==> config.mk <==
export PLATFORM = sky130hd
export DESIGN_NAME = usart_ctrl
export DESIGN_NICKNAME = d
export VERILOG_FILES = /design/src/usart_pkg.sv /design/src/usart_ctrl.sv
export SDC_FILE = /design/constraint.sdc
export NUM_CORES = 1
export LEC_CHECK = 0
export CORE_MARGIN = 3
export CORE_UTILIZATION = 50
export DETAILED_ROUTE_END_ITERATION = 16
export DONT_BUFFER_PORTS = 1
export PLACE_DENSITY = 0.65
export SLEW_MARGIN = 25
export SYNTH_ARGS = -nofsm -noshare
export SYNTH_HDL_FRONTEND = slang
export SYNTH_SLANG_ARGS = --single-unit
==> constraint.sdc <==
create_clock -name clk_i -period 5.4 [get_ports clk_i]
set_input_delay 0.54 -clock clk_i [delete_from_list [all_inputs] [get_ports clk_i]]
set_output_delay 0.54 -clock clk_i [all_outputs]
set_load 0.05 [all_outputs]
==> src/usart_pkg.sv <==
// Constants, register map and carrier types of the serial transceiver.
// Assumes a 50 MHz system clock and a classic Wishbone register bus.
package usart_pkg;

  // Register byte offsets
  localparam logic [7:0] OFF_RX_CTRL = 8'h18;
  localparam logic [7:0] OFF_RX_DATA = 8'h1C;
  localparam logic [7:0] OFF_TX_DATA = 8'h94;
  localparam logic [7:0] OFF_TX_CTRL = 8'h98;
  localparam logic [7:0] OFF_BAUD_DIV = 8'h9C;
  localparam logic [7:0] OFF_PIN_DIR = 8'hA0;
  localparam logic [7:0] OFF_STATUS = 8'hA4;

  // Reset values and writable-bit masks
  localparam logic [7:0] TX_CTRL_RST = 8'h02;
  localparam logic [7:0] RX_CTRL_RST = 8'h00;
  localparam logic [7:0] BAUD_DIV_RST = 8'h00;
  localparam logic [1:0] PIN_DIR_RST = 2'h3;
  localparam logic [7:0] TX_CTRL_WMASK = 8'hF5;
  localparam logic [7:0] RX_CTRL_WMASK = 8'hF0;
  localparam int PIN_DIR_LSB = 6;

  // Bit-timer prescale, last phase of a bit and mid-bit sample phase
  localparam logic [5:0] PRESC_LOW_M1 = 6'h3F;
  localparam logic [5:0] PRESC_HIGH_M1 = 6'h0F;
  localparam logic [5:0] PRESC_SYNC_M1 = 6'h03;
  localparam logic [5:0] HALF_LOW_M1 = 6'h1F;
  localparam logic [5:0] HALF_HIGH_M1 = 6'h07;
  localparam logic [5:0] SYNC_SAMPLE_PHASE = 6'h02;

  // Last bit index of a frame
  localparam logic [3:0] FRAME_SYNC8_M1 = 4'h7;
  localparam logic [3:0] FRAME_SYNC9_M1 = 4'h8;
  localparam logic [3:0] FRAME_ASYNC8_M1 = 4'h9;
  localparam logic [3:0] FRAME_ASYNC9_M1 = 4'hA;

  typedef struct packed {
    logic clock_source_select;
    logic tx_nine_bit_select;
    logic tx_enable;
    logic sync_mode;
    logic unused3;
    logic high_speed_select;
    logic shifter_empty_flag;
    logic tx_ninth_bit;
  } tx_ctrl_s;

  typedef struct packed {
    logic port_enable;
    logic rx_nine_bit_select;
    logic single_receive_enable;
    logic continuous_receive_enable;
    logic unused3;
    logic framing_error_flag;
    logic overrun_error_flag;
    logic rx_ninth_bit;
  } rx_ctrl_s;

  typedef struct packed {
    logic cyc;
    logic stb;
    logic we;
    logic [7:0] adr;
    logic [3:0] sel;
    logic [31:0] dat;
  } wb_req_s;

  typedef enum logic {TX_IDLE, TX_SHIFT} tx_state_e;
  typedef enum logic {RX_IDLE, RX_SHIFT} rx_state_e;

endpackage : usart_pkg

==> src/usart_ctrl.sv <==
// Serial transceiver: control/status registers, baud generator, shifters.
// Assumes a classic Wishbone master and an external tri-state pad pair.
//
// Behaviour
// - Pins serve the port only with port enabled and both directions input.
// - Synchronous: clock source one is master on generator clock, zero slave.
// - Transmit width bit picks nine-bit or eight-bit characters.
// - Transmit enable starts sending; synchronous receive enables override it.
// - Mode bit selects synchronous when set, asynchronous when clear.
// - Bit three of both control registers reads zero.
// - Asynchronous speed bit picks divide by 16 or 64; ignored synchronously.
// - Shifter empty flag reads one while idle, zero while busy; resets one.
// - Transmit ninth bit supplies the ninth data bit in nine-bit mode.
// - Port enable turns the whole serial port on or off.
// - Receive width bit picks nine-bit or eight-bit reception.
// - Single receive takes one character as master, then clears itself.
// - Continuous receive runs while set and overrides single receive.
// - Framing error flag updates as each received byte is stored.
// - Overrun flag sets on a lost byte, clears when continuous clears.
// - Receive ninth bit shows ninth received bit; unknown after reset.
// - Baud generator is a free-running eight-bit timer set by divisor.
// - Asynchronous rate is clock over 64 or 16 times divisor plus one.
// - Synchronous rate is clock over 4 times divisor plus one.
// - Synchronous rate formula applies to master only; slave follows external clock.
// - Writing the divisor restarts the baud timer at once.
// - Divisor accepts every value from 0 to 255.
`timescale 1ns/1ns
module usart_ctrl (
  input wire logic clk_i,
  input wire logic rst_i,
  input wire usart_pkg::wb_req_s wb_i,
  output logic wb_ack_o,
  output logic [31:0] wb_dat_o,
  input wire logic txck_pin_i,
  output logic txck_pin_o,
  output logic txck_pin_oe_o,
  input wire logic rxdt_pin_i,
  output logic rxdt_pin_o,
  output logic rxdt_pin_oe_o
);
  import usart_pkg::*;

  function automatic logic is_reg(input logic [7:0] adr,
                                  input logic [7:0] off);
    is_reg = (adr[7:2] == off[7:2]);
  endfunction : is_reg

  function automatic logic [3:0] frame_last(input logic sync,
                                            input logic nine);
    if (sync)
    begin
      frame_last = nine ? FRAME_SYNC9_M1 : FRAME_SYNC8_M1;
    end
    else
    begin
      frame_last = nine ? FRAME_ASYNC9_M1 : FRAME_ASYNC8_M1;
    end
  endfunction : frame_last

  // Registers
  logic ack_ff;
  logic [31:0] rdat_ff;
  tx_ctrl_s txc_ff;
  rx_ctrl_s rxc_ff;
  logic [7:0] div_ff;
  logic [1:0] pin_dir_ff;
  logic [7:0] brg_cnt_ff;
  logic [5:0] phase_ff;
  logic [5:0] rx_phase_ff;
  logic [1:0] s1_ff;
  logic [1:0] s2_ff;
  logic [1:0] s3_ff;
  logic [1:0] pin_ff;
  logic ck_prev_ff;
  tx_state_e tx_st_ff;
  logic [10:0] tx_sh_ff;
  logic [3:0] tx_cnt_ff;
  logic [7:0] tx_hold_ff;
  logic tx_full_ff;
  rx_state_e rx_st_ff;
  logic [8:0] rx_sh_ff;
  logic [3:0] rx_cnt_ff;
  logic [7:0] rx_data_ff;
  logic rx_ninth_ff;
  logic rx_full_ff;
  logic framing_error_flag_ff;
  logic overrun_error_flag_ff;
  logic txck_o_ff;
  logic txck_oe_ff;
  logic rxdt_o_ff;
  logic rxdt_oe_ff;

  // Bus decode
  logic bus_req;
  logic bus_wr;
  logic rd_rxd;
  logic [7:0] wdat8;
  logic wr_txc;
  logic wr_rxc;
  logic wr_div;
  logic wr_txd;
  logic wr_dir;
  logic [7:0] rd_mux;
  logic [7:0] txc_rd;
  logic [7:0] rxc_rd;

  assign bus_req = wb_i.cyc & wb_i.stb;
  assign bus_wr = bus_req & ack_ff & wb_i.we & wb_i.sel[0];
  assign rd_rxd = bus_req & ack_ff & ~wb_i.we & is_reg(wb_i.adr, OFF_RX_DATA);
  assign wdat8 = wb_i.dat[7:0];
  assign wr_txc = bus_wr & is_reg(wb_i.adr, OFF_TX_CTRL);
  assign wr_rxc = bus_wr & is_reg(wb_i.adr, OFF_RX_CTRL);
  assign wr_div = bus_wr & is_reg(wb_i.adr, OFF_BAUD_DIV);
  assign wr_txd = bus_wr & is_reg(wb_i.adr, OFF_TX_DATA);
  assign wr_dir = bus_wr & is_reg(wb_i.adr, OFF_PIN_DIR);

  // Mode decode
  logic port_on;
  logic sync_on;
  logic master;
  logic [5:0] presc_m1;
  logic [5:0] half_m1;
  logic brg_tick;
  logic bit_end;
  logic phase_clr;
  logic ck_in;
  logic line_in;
  logic ck_rise;
  logic ck_fall;

  assign port_on = rxc_ff.port_enable & (pin_dir_ff == 2'h3);
  assign sync_on = txc_ff.sync_mode;
  assign master = sync_on & txc_ff.clock_source_select;
  assign presc_m1 = sync_on ? PRESC_SYNC_M1 :
                    (txc_ff.high_speed_select ? PRESC_HIGH_M1 : PRESC_LOW_M1);
  assign half_m1 = txc_ff.high_speed_select ? HALF_HIGH_M1 : HALF_LOW_M1;

  // Baud generator
  // tick on wrap
  assign brg_tick = (brg_cnt_ff == 8'h00);

  always_ff @(posedge clk_i)
  begin
    if (rst_i)
    begin
      brg_cnt_ff <= 8'h00;
    end
    else if (wr_div)
    begin
      brg_cnt_ff <= wdat8;
    end
    // free-running reload
    // Frame start realigns so the first bit is full length
    else if (brg_tick || phase_clr)
    begin
      brg_cnt_ff <= div_ff;
    end
    else
    begin
      brg_cnt_ff <= brg_cnt_ff - 8'h01;
    end
  end

  // Bit timer shared by transmitter and synchronous master
  assign bit_end = brg_tick & (phase_ff == presc_m1);

  always_ff @(posedge clk_i)
  begin
    if (rst_i || phase_clr)
    begin
      phase_ff <= 6'h00;
    end
    else if (brg_tick)
    begin
      phase_ff <= (phase_ff == presc_m1) ? 6'h00 : phase_ff + 6'h01;
    end
  end

  // Pin synchronisers; a change counts once stages two and three agree
  genvar gi;
  generate
    for (gi = 0; gi < 2; gi++)
    begin : g_sync
      always_ff @(posedge clk_i)
      begin
        if (rst_i)
        begin
          s1_ff[gi] <= 1'b1;
          s2_ff[gi] <= 1'b1;
          s3_ff[gi] <= 1'b1;
          pin_ff[gi] <= 1'b1;
        end
        else
        begin
          s1_ff[gi] <= gi == 0 ? txck_pin_i : rxdt_pin_i;
          s2_ff[gi] <= s1_ff[gi];
          s3_ff[gi] <= s2_ff[gi];
          pin_ff[gi] <= (s2_ff[gi] == s3_ff[gi]) ? s3_ff[gi] : pin_ff[gi];
        end
      end
    end
  endgenerate
  assign ck_in = pin_ff[0];
  assign line_in = pin_ff[1];
  assign ck_rise = ck_in & ~ck_prev_ff;
  assign ck_fall = ~ck_in & ck_prev_ff;

  always_ff @(posedge clk_i)
  begin
    if (rst_i)
    begin
      ck_prev_ff <= 1'b1;
    end
    else
    begin
      ck_prev_ff <= ck_in;
    end
  end

  // Transmitter
  logic rx_req;
  logic tx_allow;
  logic tx_load;
  logic tx_shift;
  logic tx_busy;
  logic [10:0] tx_frame;

  assign rx_req = rxc_ff.single_receive_enable |
                  rxc_ff.continuous_receive_enable;
  assign tx_allow = txc_ff.tx_enable & port_on & ~(sync_on & rx_req);
  assign tx_load = (tx_st_ff == TX_IDLE) & tx_full_ff & tx_allow;
  assign tx_shift = master | ~sync_on ? bit_end : ck_fall;
  assign tx_busy = (tx_st_ff == TX_SHIFT);
  assign tx_frame = sync_on ?
    {2'h3, txc_ff.tx_ninth_bit, tx_hold_ff} :
    {1'b1, txc_ff.tx_nine_bit_select ? txc_ff.tx_ninth_bit : 1'b1,
     tx_hold_ff, 1'b0};

  always_ff @(posedge clk_i)
  begin
    if (rst_i || !tx_allow)
    begin
      tx_st_ff <= TX_IDLE;
      tx_sh_ff <= 11'h7FF;
      tx_cnt_ff <= 4'h0;
    end
    else if (tx_load)
    begin
      tx_st_ff <= TX_SHIFT;
      tx_sh_ff <= tx_frame;
      tx_cnt_ff <= frame_last(sync_on, txc_ff.tx_nine_bit_select);
    end
    else if (tx_busy && tx_shift)
    begin
      tx_st_ff <= (tx_cnt_ff == 4'h0) ? TX_IDLE : TX_SHIFT;
      tx_sh_ff <= {1'b1, tx_sh_ff[10:1]};
      tx_cnt_ff <= tx_cnt_ff - 4'h1;
    end
  end

  always_ff @(posedge clk_i)
  begin
    if (rst_i)
    begin
      tx_full_ff <= 1'b0;
      tx_hold_ff <= 8'h00;
    end
    else
    begin
      tx_full_ff <= wr_txd | (tx_full_ff & ~tx_load);
      tx_hold_ff <= wr_txd ? wdat8 : tx_hold_ff;
    end
  end

  // Receiver
  logic rx_en;
  logic rx_start;
  logic rx_samp;
  logic rx_busy;
  logic rx_first;
  logic rx_done;
  logic rx_accept;
  logic rx_lost;
  logic [3:0] rx_last;
  logic [8:0] rx_sh_nxt;
  logic [8:0] rx_cap;

  assign rx_en = port_on & ~overrun_error_flag_ff & (master ? rx_req :
                 rxc_ff.continuous_receive_enable);
  assign rx_busy = (rx_st_ff == RX_SHIFT);
  assign rx_start = (rx_st_ff == RX_IDLE) & rx_en & (sync_on | ~line_in);
  assign rx_last = frame_last(sync_on, rxc_ff.rx_nine_bit_select);
  assign rx_first = (rx_cnt_ff == rx_last);
  assign rx_samp = ~sync_on ?
    brg_tick & (rx_phase_ff == half_m1) :
    (master ? brg_tick & (phase_ff == SYNC_SAMPLE_PHASE) : ck_rise);
  assign rx_done = rx_busy & rx_samp & (rx_cnt_ff == 4'h0);
  assign rx_accept = rx_done & (~rx_full_ff | rd_rxd);
  assign rx_lost = rx_done & rx_full_ff & ~rd_rxd;
  assign rx_sh_nxt = {line_in, rx_sh_ff[8:1]};
  assign rx_cap = sync_on ? rx_sh_nxt : rx_sh_ff;
  assign phase_clr = wr_div | tx_load | (rx_start & master);

  always_ff @(posedge clk_i)
  begin
    if (rst_i || wr_div || rx_start)
    begin
      rx_phase_ff <= 6'h00;
    end
    else if (brg_tick)
    begin
      rx_phase_ff <= (rx_phase_ff == presc_m1) ? 6'h00 : rx_phase_ff + 6'h01;
    end
  end

  always_ff @(posedge clk_i)
  begin
    if (rst_i || !rx_en)
    begin
      rx_st_ff <= RX_IDLE;
      rx_cnt_ff <= 4'h0;
      rx_sh_ff <= 9'h000;
    end
    else if (rx_start)
    begin
      rx_st_ff <= RX_SHIFT;
      rx_cnt_ff <= rx_last;
    end
    else if (rx_busy && rx_samp)
    begin
      // False start bit drops back to idle
      if ((rx_cnt_ff == 4'h0) || (!sync_on && rx_first && line_in))
      begin
        rx_st_ff <= RX_IDLE;
      end
      if (sync_on || (!rx_first && rx_cnt_ff != 4'h0))
      begin
        rx_sh_ff <= rx_sh_nxt;
      end
      rx_cnt_ff <= rx_cnt_ff - 4'h1;
    end
  end

  // Received character store; a read in the same cycle frees the slot
  always_ff @(posedge clk_i)
  begin
    if (rst_i)
    begin
      rx_full_ff <= 1'b0;
      rx_data_ff <= 8'h00;
      framing_error_flag_ff <= 1'b0;
    end
    else
    begin
      rx_full_ff <= rx_accept | (rx_full_ff & ~rd_rxd);
      if (rx_accept)
      begin
        rx_data_ff <= rxc_ff.rx_nine_bit_select ? rx_cap[7:0] : rx_cap[8:1];
        framing_error_flag_ff <= ~sync_on & ~line_in;
      end
    end
  end

  always_ff @(posedge clk_i)
  begin
    if (rx_accept)
    begin
      rx_ninth_ff <= rx_cap[8];
    end
  end

  always_ff @(posedge clk_i)
  begin
    if (rst_i)
    begin
      overrun_error_flag_ff <= 1'b0;
    end
    else
    begin
      overrun_error_flag_ff <= rx_lost | (overrun_error_flag_ff & ~(wr_rxc & ~wdat8[4]));
    end
  end

  // Control registers
  always_ff @(posedge clk_i)
  begin
    if (rst_i)
    begin
      txc_ff <= tx_ctrl_s'(TX_CTRL_RST & TX_CTRL_WMASK);
      rxc_ff <= rx_ctrl_s'(RX_CTRL_RST);
      div_ff <= BAUD_DIV_RST;
      pin_dir_ff <= PIN_DIR_RST;
    end
    else
    begin
      if (wr_txc)
      begin
        txc_ff <= tx_ctrl_s'(wdat8 & TX_CTRL_WMASK);
      end
      if (wr_rxc)
      begin
        rxc_ff <= rx_ctrl_s'(wdat8 & RX_CTRL_WMASK);
      end
      else if (rx_done && master && !rxc_ff.continuous_receive_enable)
      begin
        rxc_ff.single_receive_enable <= 1'b0;
      end
      if (wr_div)
      begin
        div_ff <= wdat8;
      end
      if (wr_dir)
      begin
        pin_dir_ff <= wdat8[PIN_DIR_LSB +: 2];
      end
    end
  end

  // Read mux
  // bit three reads zero
  assign txc_rd = {txc_ff.clock_source_select, txc_ff.tx_nine_bit_select,
                   txc_ff.tx_enable, txc_ff.sync_mode, 1'b0,
                   txc_ff.high_speed_select, ~tx_busy, txc_ff.tx_ninth_bit};
  assign rxc_rd = {rxc_ff.port_enable, rxc_ff.rx_nine_bit_select,
                   rxc_ff.single_receive_enable,
                   rxc_ff.continuous_receive_enable, 1'b0,
                   framing_error_flag_ff, overrun_error_flag_ff, rx_ninth_ff};
  assign rd_mux =
    is_reg(wb_i.adr, OFF_TX_CTRL) ? txc_rd :
    is_reg(wb_i.adr, OFF_RX_CTRL) ? rxc_rd :
    is_reg(wb_i.adr, OFF_RX_DATA) ? rx_data_ff :
    is_reg(wb_i.adr, OFF_BAUD_DIV) ? div_ff :
    is_reg(wb_i.adr, OFF_PIN_DIR) ? {pin_dir_ff, 6'h00} :
    is_reg(wb_i.adr, OFF_STATUS) ? {6'h00, rx_full_ff, tx_full_ff} :
    8'h00;

  // Wishbone slave: ack one cycle after request, for one cycle
  always_ff @(posedge clk_i)
  begin
    if (rst_i)
    begin
      ack_ff <= 1'b0;
      rdat_ff <= 32'h0000_0000;
    end
    else
    begin
      ack_ff <= bus_req & ~ack_ff;
      if (bus_req && !ack_ff)
      begin
        rdat_ff <= {24'h00_0000, rd_mux};
      end
    end
  end

  // Pin drivers, registered
  always_ff @(posedge clk_i)
  begin
    if (rst_i)
    begin
      txck_o_ff <= 1'b1;
      txck_oe_ff <= 1'b0;
      rxdt_o_ff <= 1'b1;
      rxdt_oe_ff <= 1'b0;
    end
    else
    begin
      txck_o_ff <= sync_on ?
        (master & (tx_busy | rx_busy) & phase_ff[1]) : tx_sh_ff[0];
      txck_oe_ff <= port_on & (~sync_on | master);
      rxdt_o_ff <= tx_sh_ff[0];
      rxdt_oe_ff <= port_on & sync_on & tx_busy;
    end
  end

  assign wb_ack_o = ack_ff;
  assign wb_dat_o = rdat_ff;
  assign txck_pin_o = txck_o_ff;
  assign txck_pin_oe_o = txck_oe_ff;
  assign rxdt_pin_o = rxdt_o_ff;
  assign rxdt_pin_oe_o = rxdt_oe_ff;

endmodule : usart_ctrl

; Yosys cells after proc, flatten, opt, wreduce, memory -nomap -nowiden
; Cells that the tools add are included.
[word_totals]
word_cells = 207
input_bits = 51
ff_bits = 113
[classes]
bitwise_logic = 70
n_reduce_logical = 32
addsub = 5
eq_ne = 15
n_mux = 42
[op_table]
columns = operator, n
row1 = 8-bit two-way mux, 8
row2 = 1-bit AND, 44
row3 = 4-bit two-way mux, 8
row4 = "6-bit equality test, second input constant", 5
row5 = 6-bit two-way mux, 4
row6 = 11-bit two-way mux, 2
row7 = 1-bit NOT, 16
row8 = 1-bit two-way mux, 14
row9 = "6-bit by 1-bit adder with 6-bit output, second input constant", 2
row10 = "6-bit by 3-bit equality test with 1-bit output, second input constant", 2
row11 = 6-bit equality test, 2
row12 = 10-bit two-way mux, 1
row13 = 1-bit bitwise OR, 10
row14 = 9-bit two-way mux, 1
row15 = 1-bit logical AND, 8
row16 = 4-bit logical NOT, 2
row17 = 8-bit logical NOT, 1
row18 = 1-bit logical OR, 8
row19 = 2-bit nonzero test, 4
row20 = "4-bit by 1-bit subtractor with 4-bit output, second input constant", 2
row21 = "8-bit by 1-bit subtractor with 8-bit output, second input constant", 1
row22 = "6-bit by 2-bit equality test with 1-bit output, second input constant", 1
row23 = 6-bit by 5-bit equality test with 1-bit output, 1
row24 = 1-bit logical NOT, 6
row25 = 8 further kinds, 11

; Depth between registers and ports, before layout
; Gate-level depths: netlist (run 1).
[logic_depth]
depth_word = 11
ltp_mapped = 9
depth_no_buf = 7

; Least setup slack after synthesis (run 1)
; No wires, ideal clock.
[synth_timing]
kind = register to register
from = register ack_ff, in the netlist wb_ack_o
to = register brg_cnt_ff[2]
setup_time_ns = 0.114
stages_incl_launch_ff = 7
setup_slack_ns = 3.136
arrival_ns = 2.149
synth_period_minus_slack_ns = 2.264
cell_sequence = dfxtp_1 nand3_1 or2_2 buf_1 nor3_2 nor2_1 a2111oi_0
[synth_via]
elab_chain_len = 9
[synth_rtl]
columns = item, line
row1 = "start, declared", usart_ctrl.sv:61  ; logic ack_ff;
row2 = "start signal, assigned", usart_ctrl.sv:447  ; ack_ff <= bus_req & ~ack_ff;
row3 = 1-bit AND * (3 in series), usart_ctrl.sv:108  ; assign bus_wr = bus_req & ack_ff & wb_i.we & wb_i.sel[0];
row4 = 1-bit AND *, usart_ctrl.sv:113  ; assign wr_div = bus_wr & is_reg(wb_i.adr, OFF_BAUD_DIV);
row5 = 1-bit bitwise OR (2 in series), usart_ctrl.sv:302  ; assign phase_clr = wr_div | tx_load | (rx_start & master);
row6 = 1-bit logical OR, usart_ctrl.sv:154  ; else if (brg_tick || phase_clr)
row7 = 8-bit two-way mux, usart_ctrl.sv:154
row8 = 8-bit two-way mux *, usart_ctrl.sv:148  ; else if (wr_div)
row9 = "end signal, assigned", usart_ctrl.sv:150  ; brg_cnt_ff <= wdat8;
row10 = "end signal, assigned", usart_ctrl.sv:156  ; brg_cnt_ff <= div_ff;
row11 = "end signal, assigned", usart_ctrl.sv:160  ; brg_cnt_ff <= brg_cnt_ff - 8'h01;
row12 = "end, declared", usart_ctrl.sv:67  ; logic [7:0] brg_cnt_ff;
; Mark *: on every way between the ends. The rest lies on a longest branch, timed or not.
; A chain may end at the register's enable or synchronous reset.

; Worst setup path in the final report (run 1)
[layout_timing]
from = register brg_cnt_ff[3]
to = register tx_sh_ff[0]
[layout_via]
elab_chain_len = 5
[layout_rtl]
columns = item, line
row1 = 8-bit logical NOT, usart_ctrl.sv:140  ; assign brg_tick = (brg_cnt_ff == 8'h00);
row2 = 1-bit AND, usart_ctrl.sv:165  ; assign bit_end = brg_tick & (phase_ff == presc_m1);
row3 = 1-bit two-way mux, usart_ctrl.sv:232  ; assign tx_shift = master | ~sync_on ? bit_end : ck_fall;
row4 = 1-bit logical AND, usart_ctrl.sv:253  ; else if (tx_busy && tx_shift)
row5 = 2-bit nonzero test (no source line), n/a
row6 = "end signal, assigned", usart_ctrl.sv:250  ; tx_sh_ff <= tx_frame;
row7 = "end signal, assigned", usart_ctrl.sv:256  ; tx_sh_ff <= {1'b1, tx_sh_ff[10:1]};
row8 = "end, declared", usart_ctrl.sv:76  ; logic [10:0] tx_sh_ff;
; No other way between the ends.

==> results of run 1 <==
==> cells in the mapped netlist (11+ instances only) <==
library cell | number | area share
xor2_1 | 16 | 0.024
nor3_1 | 17 | 0.015
mux2_2 | 11 | 0.021
inv_1 | 19 | 0.012
nand3_1 | 23 | 0.020
nor2_1 | 58 | 0.037
buf_4 | 24 | 0.031
mux2i_1 | 52 | 0.090
nand2_1 | 82 | 0.053
clkbuf_1 | 23 | 0.015
o21ai_0 | 12 | 0.010
dfxtp_1 | 111 | 0.38
ha_1 | 12 | 0.026
nor2b_1 | 15 | 0.016
a21oi_1 | 29 | 0.025
==> how the worst max path moves through the flow <==
stage                             startpoint                       end  slack, ns  cells after the start
finish              brg_cnt_ff[3]$_SDFF_PP0_  tx_sh_ff[0]$_SDFFE_PP1P_       2.31                      5
global route        brg_cnt_ff[3]$_SDFF_PP0_  tx_sh_ff[0]$_SDFFE_PP1P_       2.07                      5
CTS                 brg_cnt_ff[3]$_SDFF_PP0_  tx_sh_ff[0]$_SDFFE_PP1P_       2.11                      5
detailed placement  brg_cnt_ff[3]$_SDFF_PP0_  tx_sh_ff[0]$_SDFFE_PP1P_       2.15                      5
global placement    brg_cnt_ff[3]$_SDFF_PP0_  tx_sh_ff[0]$_SDFFE_PP1P_       2.22                      5
floorplan                wb_ack_o$_SDFF_PP0_  brg_cnt_ff[2]$_SDFF_PP0_       3.14                      6
==> kinds of logic (layout without fill, tap and decap cells) <==
| logic type | count (synthesis) | count (layout) | synth area share |
|---|---|---|---|
| buf+inv | 72 | 40 | 0.0627 |
| mux | 63 | 63 | 0.111 |
| flops | 112 | 112 | 0.388 |
| simple gates | 270 | 270 | 0.239 |
| xor+xnor | 21 | 21 | 0.0317 |
| compound gates | 114 | 114 | 0.142 |
| other cells | 1 | 24 | 0.000645 |
| fa+ha+maj | 12 | 12 | 0.0258 |
==> worst register-to-register path, stage by stage, from the launching register on <==
cell       delay [ns]
dfxtp_1          0.38
nor4_4           0.54
and2_0           0.83
o2111ai_2        0.62
a221oi_1         0.46
o21ai_0          0.12
==> final cells by class <==
| type | instances | share of cell area |
|---|---|---|
| inverter | 20 | 0.0123 |
| multi-input combinational | 504 | 0.537 |
| tap | 140 | 0.0286 |
| sequential | 112 | 0.368 |
| clock inverter | 4 | 0.00878 |
| clock buffer | 12 | 0.0402 |
| timing repair buffer | 4 | 0.00490 |
==> power by group <==
group          switching, W  internal [W]  total [W]
combinational      0.000225      0.000153   0.000378
sequential        0.0000642      0.000871   0.000936
clock              0.000299      0.000374   0.000673
==> routing by layer <==
layer / vias to the layer above / global-route usage
met5: - / 0
met3: 17 / 0.0488
met1: 2254 / 0.299
li1: 2309 / -
met2: 112 / 0.330
met4: 0 / 0.0515
==> sequential cells by signal, indices dropped and copies added (netlist names), 2 cells and up <==
name	count
rx_sh_ff	9
s1_ff	2
rxc_ff	4
txc_ff	5
wb_dat_o	8
rx_cnt_ff	4
s2_ff	2
tx_cnt_ff	4
tx_hold_ff	8
pin_dir_ff	2
brg_cnt_ff	8
rx_data_ff	8
tx_sh_ff	10
div_ff	8
rx_phase_ff	6
phase_ff	6
s3_ff	2
==> per-stage QoR <==
stage	area (um^2)	hold WS (ns)	worst slack [ns]	utilization
after floorplan	5900	0.389	3.14	-
after detailed placement	5810	0.397	2.15	0.525
after global placement	5810	0.396	2.22	0.525
after CTS	6110	0.257	2.11	0.552
after global routing	6120	0.262	2.07	0.553
final	6120	0.292	2.31	0.553
==> impl_metrics.toml, run 1 <==
[timing]
max_freq_ghz = 0.324
fin_tns_setup_ns = 0
post-route-period-util = 0.572
slew_violations = 0
rsz0062_at_grt = "false"
period_needed_ns = 3.09
skew_ns = 0.00787
maxSlewHeadroom = 0.345
worstMarginPinSlew_ns = 0.978
hold_viol = 0
setup_viol = 0

[power]
powerDensity_mw_per_mm2 = 324
finalPower_w = 0.00199
irDropWorstVdd_v = 0.000353
leakage_nw = 2.35

[route]
met2_length_um = 6440
wl_met3_um = 616
top_layer = "met4"
remaining_drc_errors = 0
ant_nets = 0
drt_first_pass_iters = 5
wl_per_cell_um = 17.2
met1_length_um = 6460
drtIter0Drc = 360
dr_total_vias = 4692
vias_per_cell = 5.89
wirelength_um = 13700

[global_route]
antenna_found_initial = 0
grt_first_pass_wirelength_um = 22100
grt_pass1_vias = 4295
grt_util_all_layers = 0.212
gr-total-overflow = 0
grt_max_degree = 66

[clocking]
clock_sinks = 112
htreeDepth = 3
cts_buffer_depth = 2
cts-root-buf = "clkbuf_16"
cts_resized = 0
clk-insertion-delay-late_ns = 0.35
tritoncts = "yes"
post_cts_buffers = 0
cts_made_buffers = 9
path_clk_slew_ns = 0.07
holdBufCountCts = 0

[yosys]
avgSynthCellArea_um2 = 8.74
synth.distinct_cells = 68
synth_area_mm2 = 0.00581
yosysSeqAreaShare = 0.388
synth_cells = 665
synth_edf_count = 1
synth-async-reset-ratio = 0
synth_seq_cells = 112
synthFlopType = "dfxtp_1"
ys.warnings.count = 0

[floorplan]
coreArea_mm2 = 0.0111
fp-row-count = 38
start_util = 0.525
die_y_um = 114
die-area_mm2 = 0.0130
ios = 88
die_w_um = 114

[cells_and_area]
final-seq-area_mm2 = 0.00225
antennaDiodeCount = 0
fin_nets = 714
final_common_cell = "dfxtp_1"
multiInputGateArea_mm2 = 0.00329
layout_common_cells = "dfxtp_1, nand2_1, nor2_1"
fillerInstances = 1045
final_layout_size_suffix_gt1_frac = 0.0808
area_growth_pct = 5.40
finalNonFillerCells = 796

[worst_setup_path]
crit_path_max_fanout = 16
start_kind = "register"
worst_path_largest_cell_delay_ns = 0.83
critical_path_arrival_ns = 3.30
cp_top_family = "simple AND/OR/NAND/NOR gates"
cp.required_ns = 5.61
path_cells = "nor4_4 > and2_0 > o2111ai_2 > a221oi_1 > o21ai_0"
r2r_cells = 5
endpoint_kind = "register"
timing.rr.start = "brg_cnt_ff[3]$_SDFF_PP0_"
crit_path_top_delay_cell = "and2_0"
critPathKind = "reg2reg"
worst-path-buf-inv = 0
r2r-end = "tx_sh_ff[0]$_SDFFE_PP1P_"
r2r_slack_ns = 2.31

[min_path]
hold_path.class = "in2reg"
holdPathEnd = "s1_ff[1]$_SDFF_PP1_"
hp-start = "rxdt_pin_i"
min_path_cells = 1

[run]
cap_viol_max_count = 0

[outcome]
status = "finished clean"

[placement]
gp_routability_congestion = 0.862
dp_hpwl_um = 9780
dp.cells = 780
io_buffers = 0
(Power assumes the default switching activity.)
==> run 2: changes to the inputs <==
--- a/config.mk
+++ b/config.mk
@@ -9,7 +9,7 @@
 export CORE_UTILIZATION = 50
 export DETAILED_ROUTE_END_ITERATION = 16
 export DONT_BUFFER_PORTS = 1
-export PLACE_DENSITY = 0.65
+export PLACE_DENSITY = 0.68
 export SLEW_MARGIN = 25
 export SYNTH_ARGS = -nofsm -noshare
 export SYNTH_HDL_FRONTEND = slang
==> constraint.sdc (replaced) <==
create_clock -name clk_i -period 2.84 [get_ports clk_i]
set_input_delay 0.284 -clock clk_i [delete_from_list [all_inputs] [get_ports clk_i]]
set_output_delay 0.284 -clock clk_i [all_outputs]
set_load 0.05 [all_outputs]
==> run 2 against run 1 <==
Net effect:
- utilization rose by 0.78 points
- hold slack got worse by 0.25 ns
- first-iteration DRC count grew 35%
- largest cell class unchanged
- highest routed layer unchanged
==> impl_metrics.toml, run 2 (synthesis gave the netlist of run 1 again) <==
[route]
remaining_drc_errors = 0
ant_nets = 0
wirelength_um = 13900
vias_per_cell = 5.80
dr_total_vias = 4689
wl_per_cell_um = 17.1
drt_first_pass_iters = 5
drtIter0Drc = 486

[global_route]
gr-total-overflow = 0
grt_util_all_layers = 0.217
antenna_found_initial = 0
grt_pass1_vias = 4496
grt_first_pass_wirelength_um = 22700
grt_max_degree = 66

[timing]
rsz0062_at_grt = "false"
worstMarginPinSlew_ns = 0.745
skew_ns = 0.00778
hold_viol = 0
slew_violations = 0
maxSlewHeadroom = 0.499
period_needed_ns = 2.51
fin_tns_setup_ns = 0
setup_viol = 0
max_freq_ghz = 0.398
post-route-period-util = 0.885

[worst_setup_path]
r2r_slack_ns = 0.33
endpoint_kind = "register"
crit_path_max_fanout = 8
cp.required_ns = 3.05
critical_path_arrival_ns = 2.72
start_kind = "register"
critPathKind = "reg2reg"

[placement]
gp_routability_congestion = 0.902
dp_hpwl_um = 10000
dp.cells = 793
postPlaceCellArea_mm2 = 0.00591
io_buffers = 0

[floorplan]
coreArea_mm2 = 0.0111
die_y_um = 114
die-area_mm2 = 0.0130
start_util = 0.525
fp-row-count = 38
die_w_um = 114
ios = 88

[clocking]
cts_resized = 0
post_cts_buffers = 0
tritoncts = "yes"
cts-root-buf = "clkbuf_16"
htreeDepth = 3
cts_buffer_depth = 2
holdBufCountCts = 0
clock_sinks = 112
cts_made_buffers = 9
clk-insertion-delay-late_ns = 0.35
path_clk_slew_ns = 0.07

[cells_and_area]
finalNonFillerCells = 809
fin_area_mm2 = 0.00621
area_growth_pct = 6.89
largest_reg_flops = 10
layout_common_cells = "dfxtp_1, nand2_1, nor2_1"
final_layout_size_suffix_gt1_frac = 0.0957
top_regs = "tx_sh_ff: 10 flops, rx_sh_ff: 9 flops"
fillerInstances = 1019
antennaDiodeCount = 0
fin_nets = 727
final_common_cell = "dfxtp_1"
top_register = "tx_sh_ff"

[outcome]
status = "finished clean"

[power]
finalPower_w = 0.00382
irDropWorstVdd_v = 0.000502
powerDensity_mw_per_mm2 = 616
leakage_nw = 2.41

[min_path]
hold_path.class = "in2reg"

[run]
cap_viol_max_count = 0
## run 2: cell types whose count changed in the layout (fill, tap and decap cells not counted)
cell       delta
a2111oi_0     +1
a2111oi_1     -1
a21oi_1       +1
a21oi_2       -1
buf_4        +13
o2111ai_1     +1
o2111ai_2     -1
## run 2: metal layers
metal,global-route usage,up-vias,share of wire,wire [um]
met3,0.0377,18,0.034,468
met5,0,-,0,0
li1,-,2330,-,-
met2,0.352,88,0.48,6610
met4,0.0689,0,0.018,243
met1,0.297,2253,0.47,6540
## run 2: power by group
group | leakage (nW) | internal (W) | total [W] | switching [W]
Clock | 0.139 | 0.000712 | 0.00129 | 0.000582
Sequential | 0.911 | 0.00166 | 0.00178 | 0.000119
Combinational | 1.36 | 0.000316 | 0.000753 | 0.000438
Total | 2.41 | 0.00268 | 0.00382 | 0.00114
## run 2: through the flow
stage	setup WS [ns]	utilization	hold slack (ns)
after floorplan	0.576	-	0.388
after global routing	0.125	0.561	0.00925
after CTS	0.289	0.561	0.00295
final	0.326	0.561	0.0384
after global placement	0.361	0.534	0.371
after detailed placement	0.293	0.534	0.374
## run 2: layout make-up
cell class	instances	area, um^2	area share
inverters	20	75.1	0.0121
repair buffers	17	128	0.0205
clock buffers	12	246	0.0397
well taps	140	175	0.0282
multi-input cells	504	3280	0.528
clock inverters	4	53.8	0.00866
flip-flops and latches	112	2250	0.363
## run 2: final timing paths
kind | start | endpoint | cells past startpoint
worst min register to register | s1_ff[0]$_SDFF_PP1_ | s2_ff[0]$_SDFF_PP1_ | 1
worst max-delay path | txc_ff[2]$_SDFFE_PP0P_ | tx_sh_ff[0]$_SDFFE_PP1P_ | 5
worst min-delay path | rst_i | s3_ff[1]$_SDFF_PP1_ | 1
worst max register to register | txc_ff[2]$_SDFFE_PP0P_ | tx_sh_ff[0]$_SDFFE_PP1P_ | 5
## run 2: worst max-delay path: stages, from the launching register on
cell and delay, ns:
dfxtp_1 0.52, or3b_2 0.48, a211oi_1 0.40, o2111ai_1 0.42, a221oi_1 0.43, o21ai_0 0.13
==> run 3: changes to the inputs <==
--- a/config.mk
+++ b/config.mk
@@ -5,11 +5,13 @@
 export SDC_FILE = /design/constraint.sdc
 export NUM_CORES = 1
 export LEC_CHECK = 0
+export CELL_PAD_IN_SITES_DETAIL_PLACEMENT = 1
+export CELL_PAD_IN_SITES_GLOBAL_PLACEMENT = 1
 export CORE_MARGIN = 3
-export CORE_UTILIZATION = 50
+export CORE_UTILIZATION = 43
 export DETAILED_ROUTE_END_ITERATION = 16
 export DONT_BUFFER_PORTS = 1
-export PLACE_DENSITY = 0.68
+export PLACE_DENSITY = 0.75
 export SLEW_MARGIN = 25
 export SYNTH_ARGS = -nofsm -noshare
 export SYNTH_HDL_FRONTEND = slang
==> run 3 against run 2 <==
Net effect:
- sequential power hardly changed
- critical path depth stayed put
- clock-buffer cell count stayed put
- clock power is 5% higher
- die area is 15% higher
- flip-flop and latch count stayed put
- utilization is 7.3 points lower
- highest routed layer unchanged
==> impl_metrics.toml, run 3 (synthesis gave the netlist of run 1 again) <==
[worst_setup_path]
critical_path_arrival_ns = 2.83
worst_path_largest_cell_delay_ns = 0.60
r2r_slack_ns = 0.26
critPathKind = "reg2reg"
cp.required_ns = 3.09
crit_path_max_fanout = 10
start_kind = "register"
crit_path_top_delay_cell = "a211oi_4"
endpoint_kind = "register"
path_cells = "nor4_4 > o2111ai_1 > a211oi_4 > nand4_4 > mux2_2"

[timing]
fin_ws_ns = 0.255
fin_tns_setup_ns = 0
slew_violations = 0
max_freq_ghz = 0.387
worstMarginPinSlew_ns = 0.741
maxSlewHeadroom = 0.502
skew_ns = 0.00945
rsz0062_at_grt = "false"
hold_viol = 0
setup_viol = 0
post-route-period-util = 0.910
period_needed_ns = 2.58

[route]
wl_met3_um = 689
top_layer = "met4"
met1_length_um = 7320
vias_per_cell = 5.71
ant_nets = 0
drtIter0Drc = 258
dr_total_vias = 4821
wl_per_cell_um = 18.9
drt_first_pass_iters = 5
wirelength_um = 16000
remaining_drc_errors = 0
met2_length_um = 7770

[clocking]
htreeDepth = 3
tritoncts = "yes"
path_clk_slew_ns = 0.07
cts-root-buf = "clkbuf_16"
cts_resized = 0
post_cts_buffers = 0
clock_sinks = 112
cts_made_buffers = 9
holdBufCountCts = 3
cts_buffer_depth = 2
clk-insertion-delay-late_ns = 0.36

[floorplan]
die-area_mm2 = 0.0149
start_util = 0.449
fp-row-count = 41
ios = 88
coreArea_mm2 = 0.0129
die_w_um = 122
die_y_um = 122

[cells_and_area]
fin_nets = 731
top_regs = "tx_sh_ff: 10 flops, rx_sh_ff: 9 flops"
layout_common_cells = "dfxtp_1, nand2_1, nor2_1"
final_layout_size_suffix_gt1_frac = 0.0966
area_growth_pct = 8.51
largest_reg_flops = 10
antennaDiodeCount = 0
final_common_cell = "dfxtp_1"
top_register = "tx_sh_ff"

[placement]
io_buffers = 0
post-place-ws_ns = 0.278
dp_hpwl_um = 11400
gp_routability_congestion = 0.869

[global_route]
grt_first_pass_wirelength_um = 25800
grt_pass1_vias = 4957
antenna_found_initial = 0
grt_util_all_layers = 0.220
gr-total-overflow = 0
grt_max_degree = 35

[power]
leakage_nw = 2.45
irDropWorstVdd_v = 0.000377
powerDensity_mw_per_mm2 = 621

[run]
cap_viol_max_count = 0

[min_path]
hold_path.class = "in2reg"

[outcome]
status = "finished clean"
-- run 3: per-layer routing --
| metal | track usage | up-vias |
|---|---|---|
| met1 | 0.292 | 2384 |
| met4 | 0.0665 | 0 |
| li1 | - | 2333 |
| met3 | 0.0396 | 14 |
| met5 | 0 | - |
| met2 | 0.365 | 90 |
-- run 3: cell type report --
class	instances	area (um^2)
clock buffer	12	236
fill	1557	6620
timing repair buffer	21	175
sequential	112	2250
tap	172	215
inverter	20	75.1
multi-input combinational	504	3280
clock inverter	4	70.1
-- run 3: final timing paths --
path,startpoint,end,depth (start not counted)
max,brg_cnt_ff[3]$_SDFF_PP0_,rx_data_ff[2]$_SDFFE_PP0P_,5
min,rst_i,s3_ff[1]$_SDFF_PP1_,1
max reg2reg,brg_cnt_ff[3]$_SDFF_PP0_,rx_data_ff[2]$_SDFFE_PP0P_,5
min reg2reg,s1_ff[0]$_SDFF_PP1_,s2_ff[0]$_SDFF_PP1_,1
-- run 3: critical path, delay by kind of cell, from the launching register on --
kind	cells	cell delay, ns
AOI/OAI and AO/OA	2	0.90
DFF	1	0.38
and+or+nand+nor	2	0.84
muxes	1	0.34
-- run 3: power breakdown --
part | leakage, nW | switching (W) | internal (W) | total (W)
Clock | 0.151 | 0.000576 | 0.000772 | 0.00135
Sequential | 0.911 | 0.000121 | 0.00166 | 0.00178
Combinational | 1.38 | 0.000466 | 0.000323 | 0.000789
Total | 2.45 | 0.00116 | 0.00275 | 0.00392
-- run 3: through the flow --
step	utilization	hold WS, ns	total power, W	cells	instance area, um^2
3_5_place_dp	0.461	0.374	0.00258	826	5960
5_1_grt	0.488	0.0184	0.00408	845	6300
6_report	0.488	0.0278	0.00392	845	6300
3_3_place_gp	0.461	0.371	0.00255	826	5960
4_1_cts	0.488	0.0106	0.00395	845	6300
2_1_floorplan	-	0.388	0.00242	688	5900
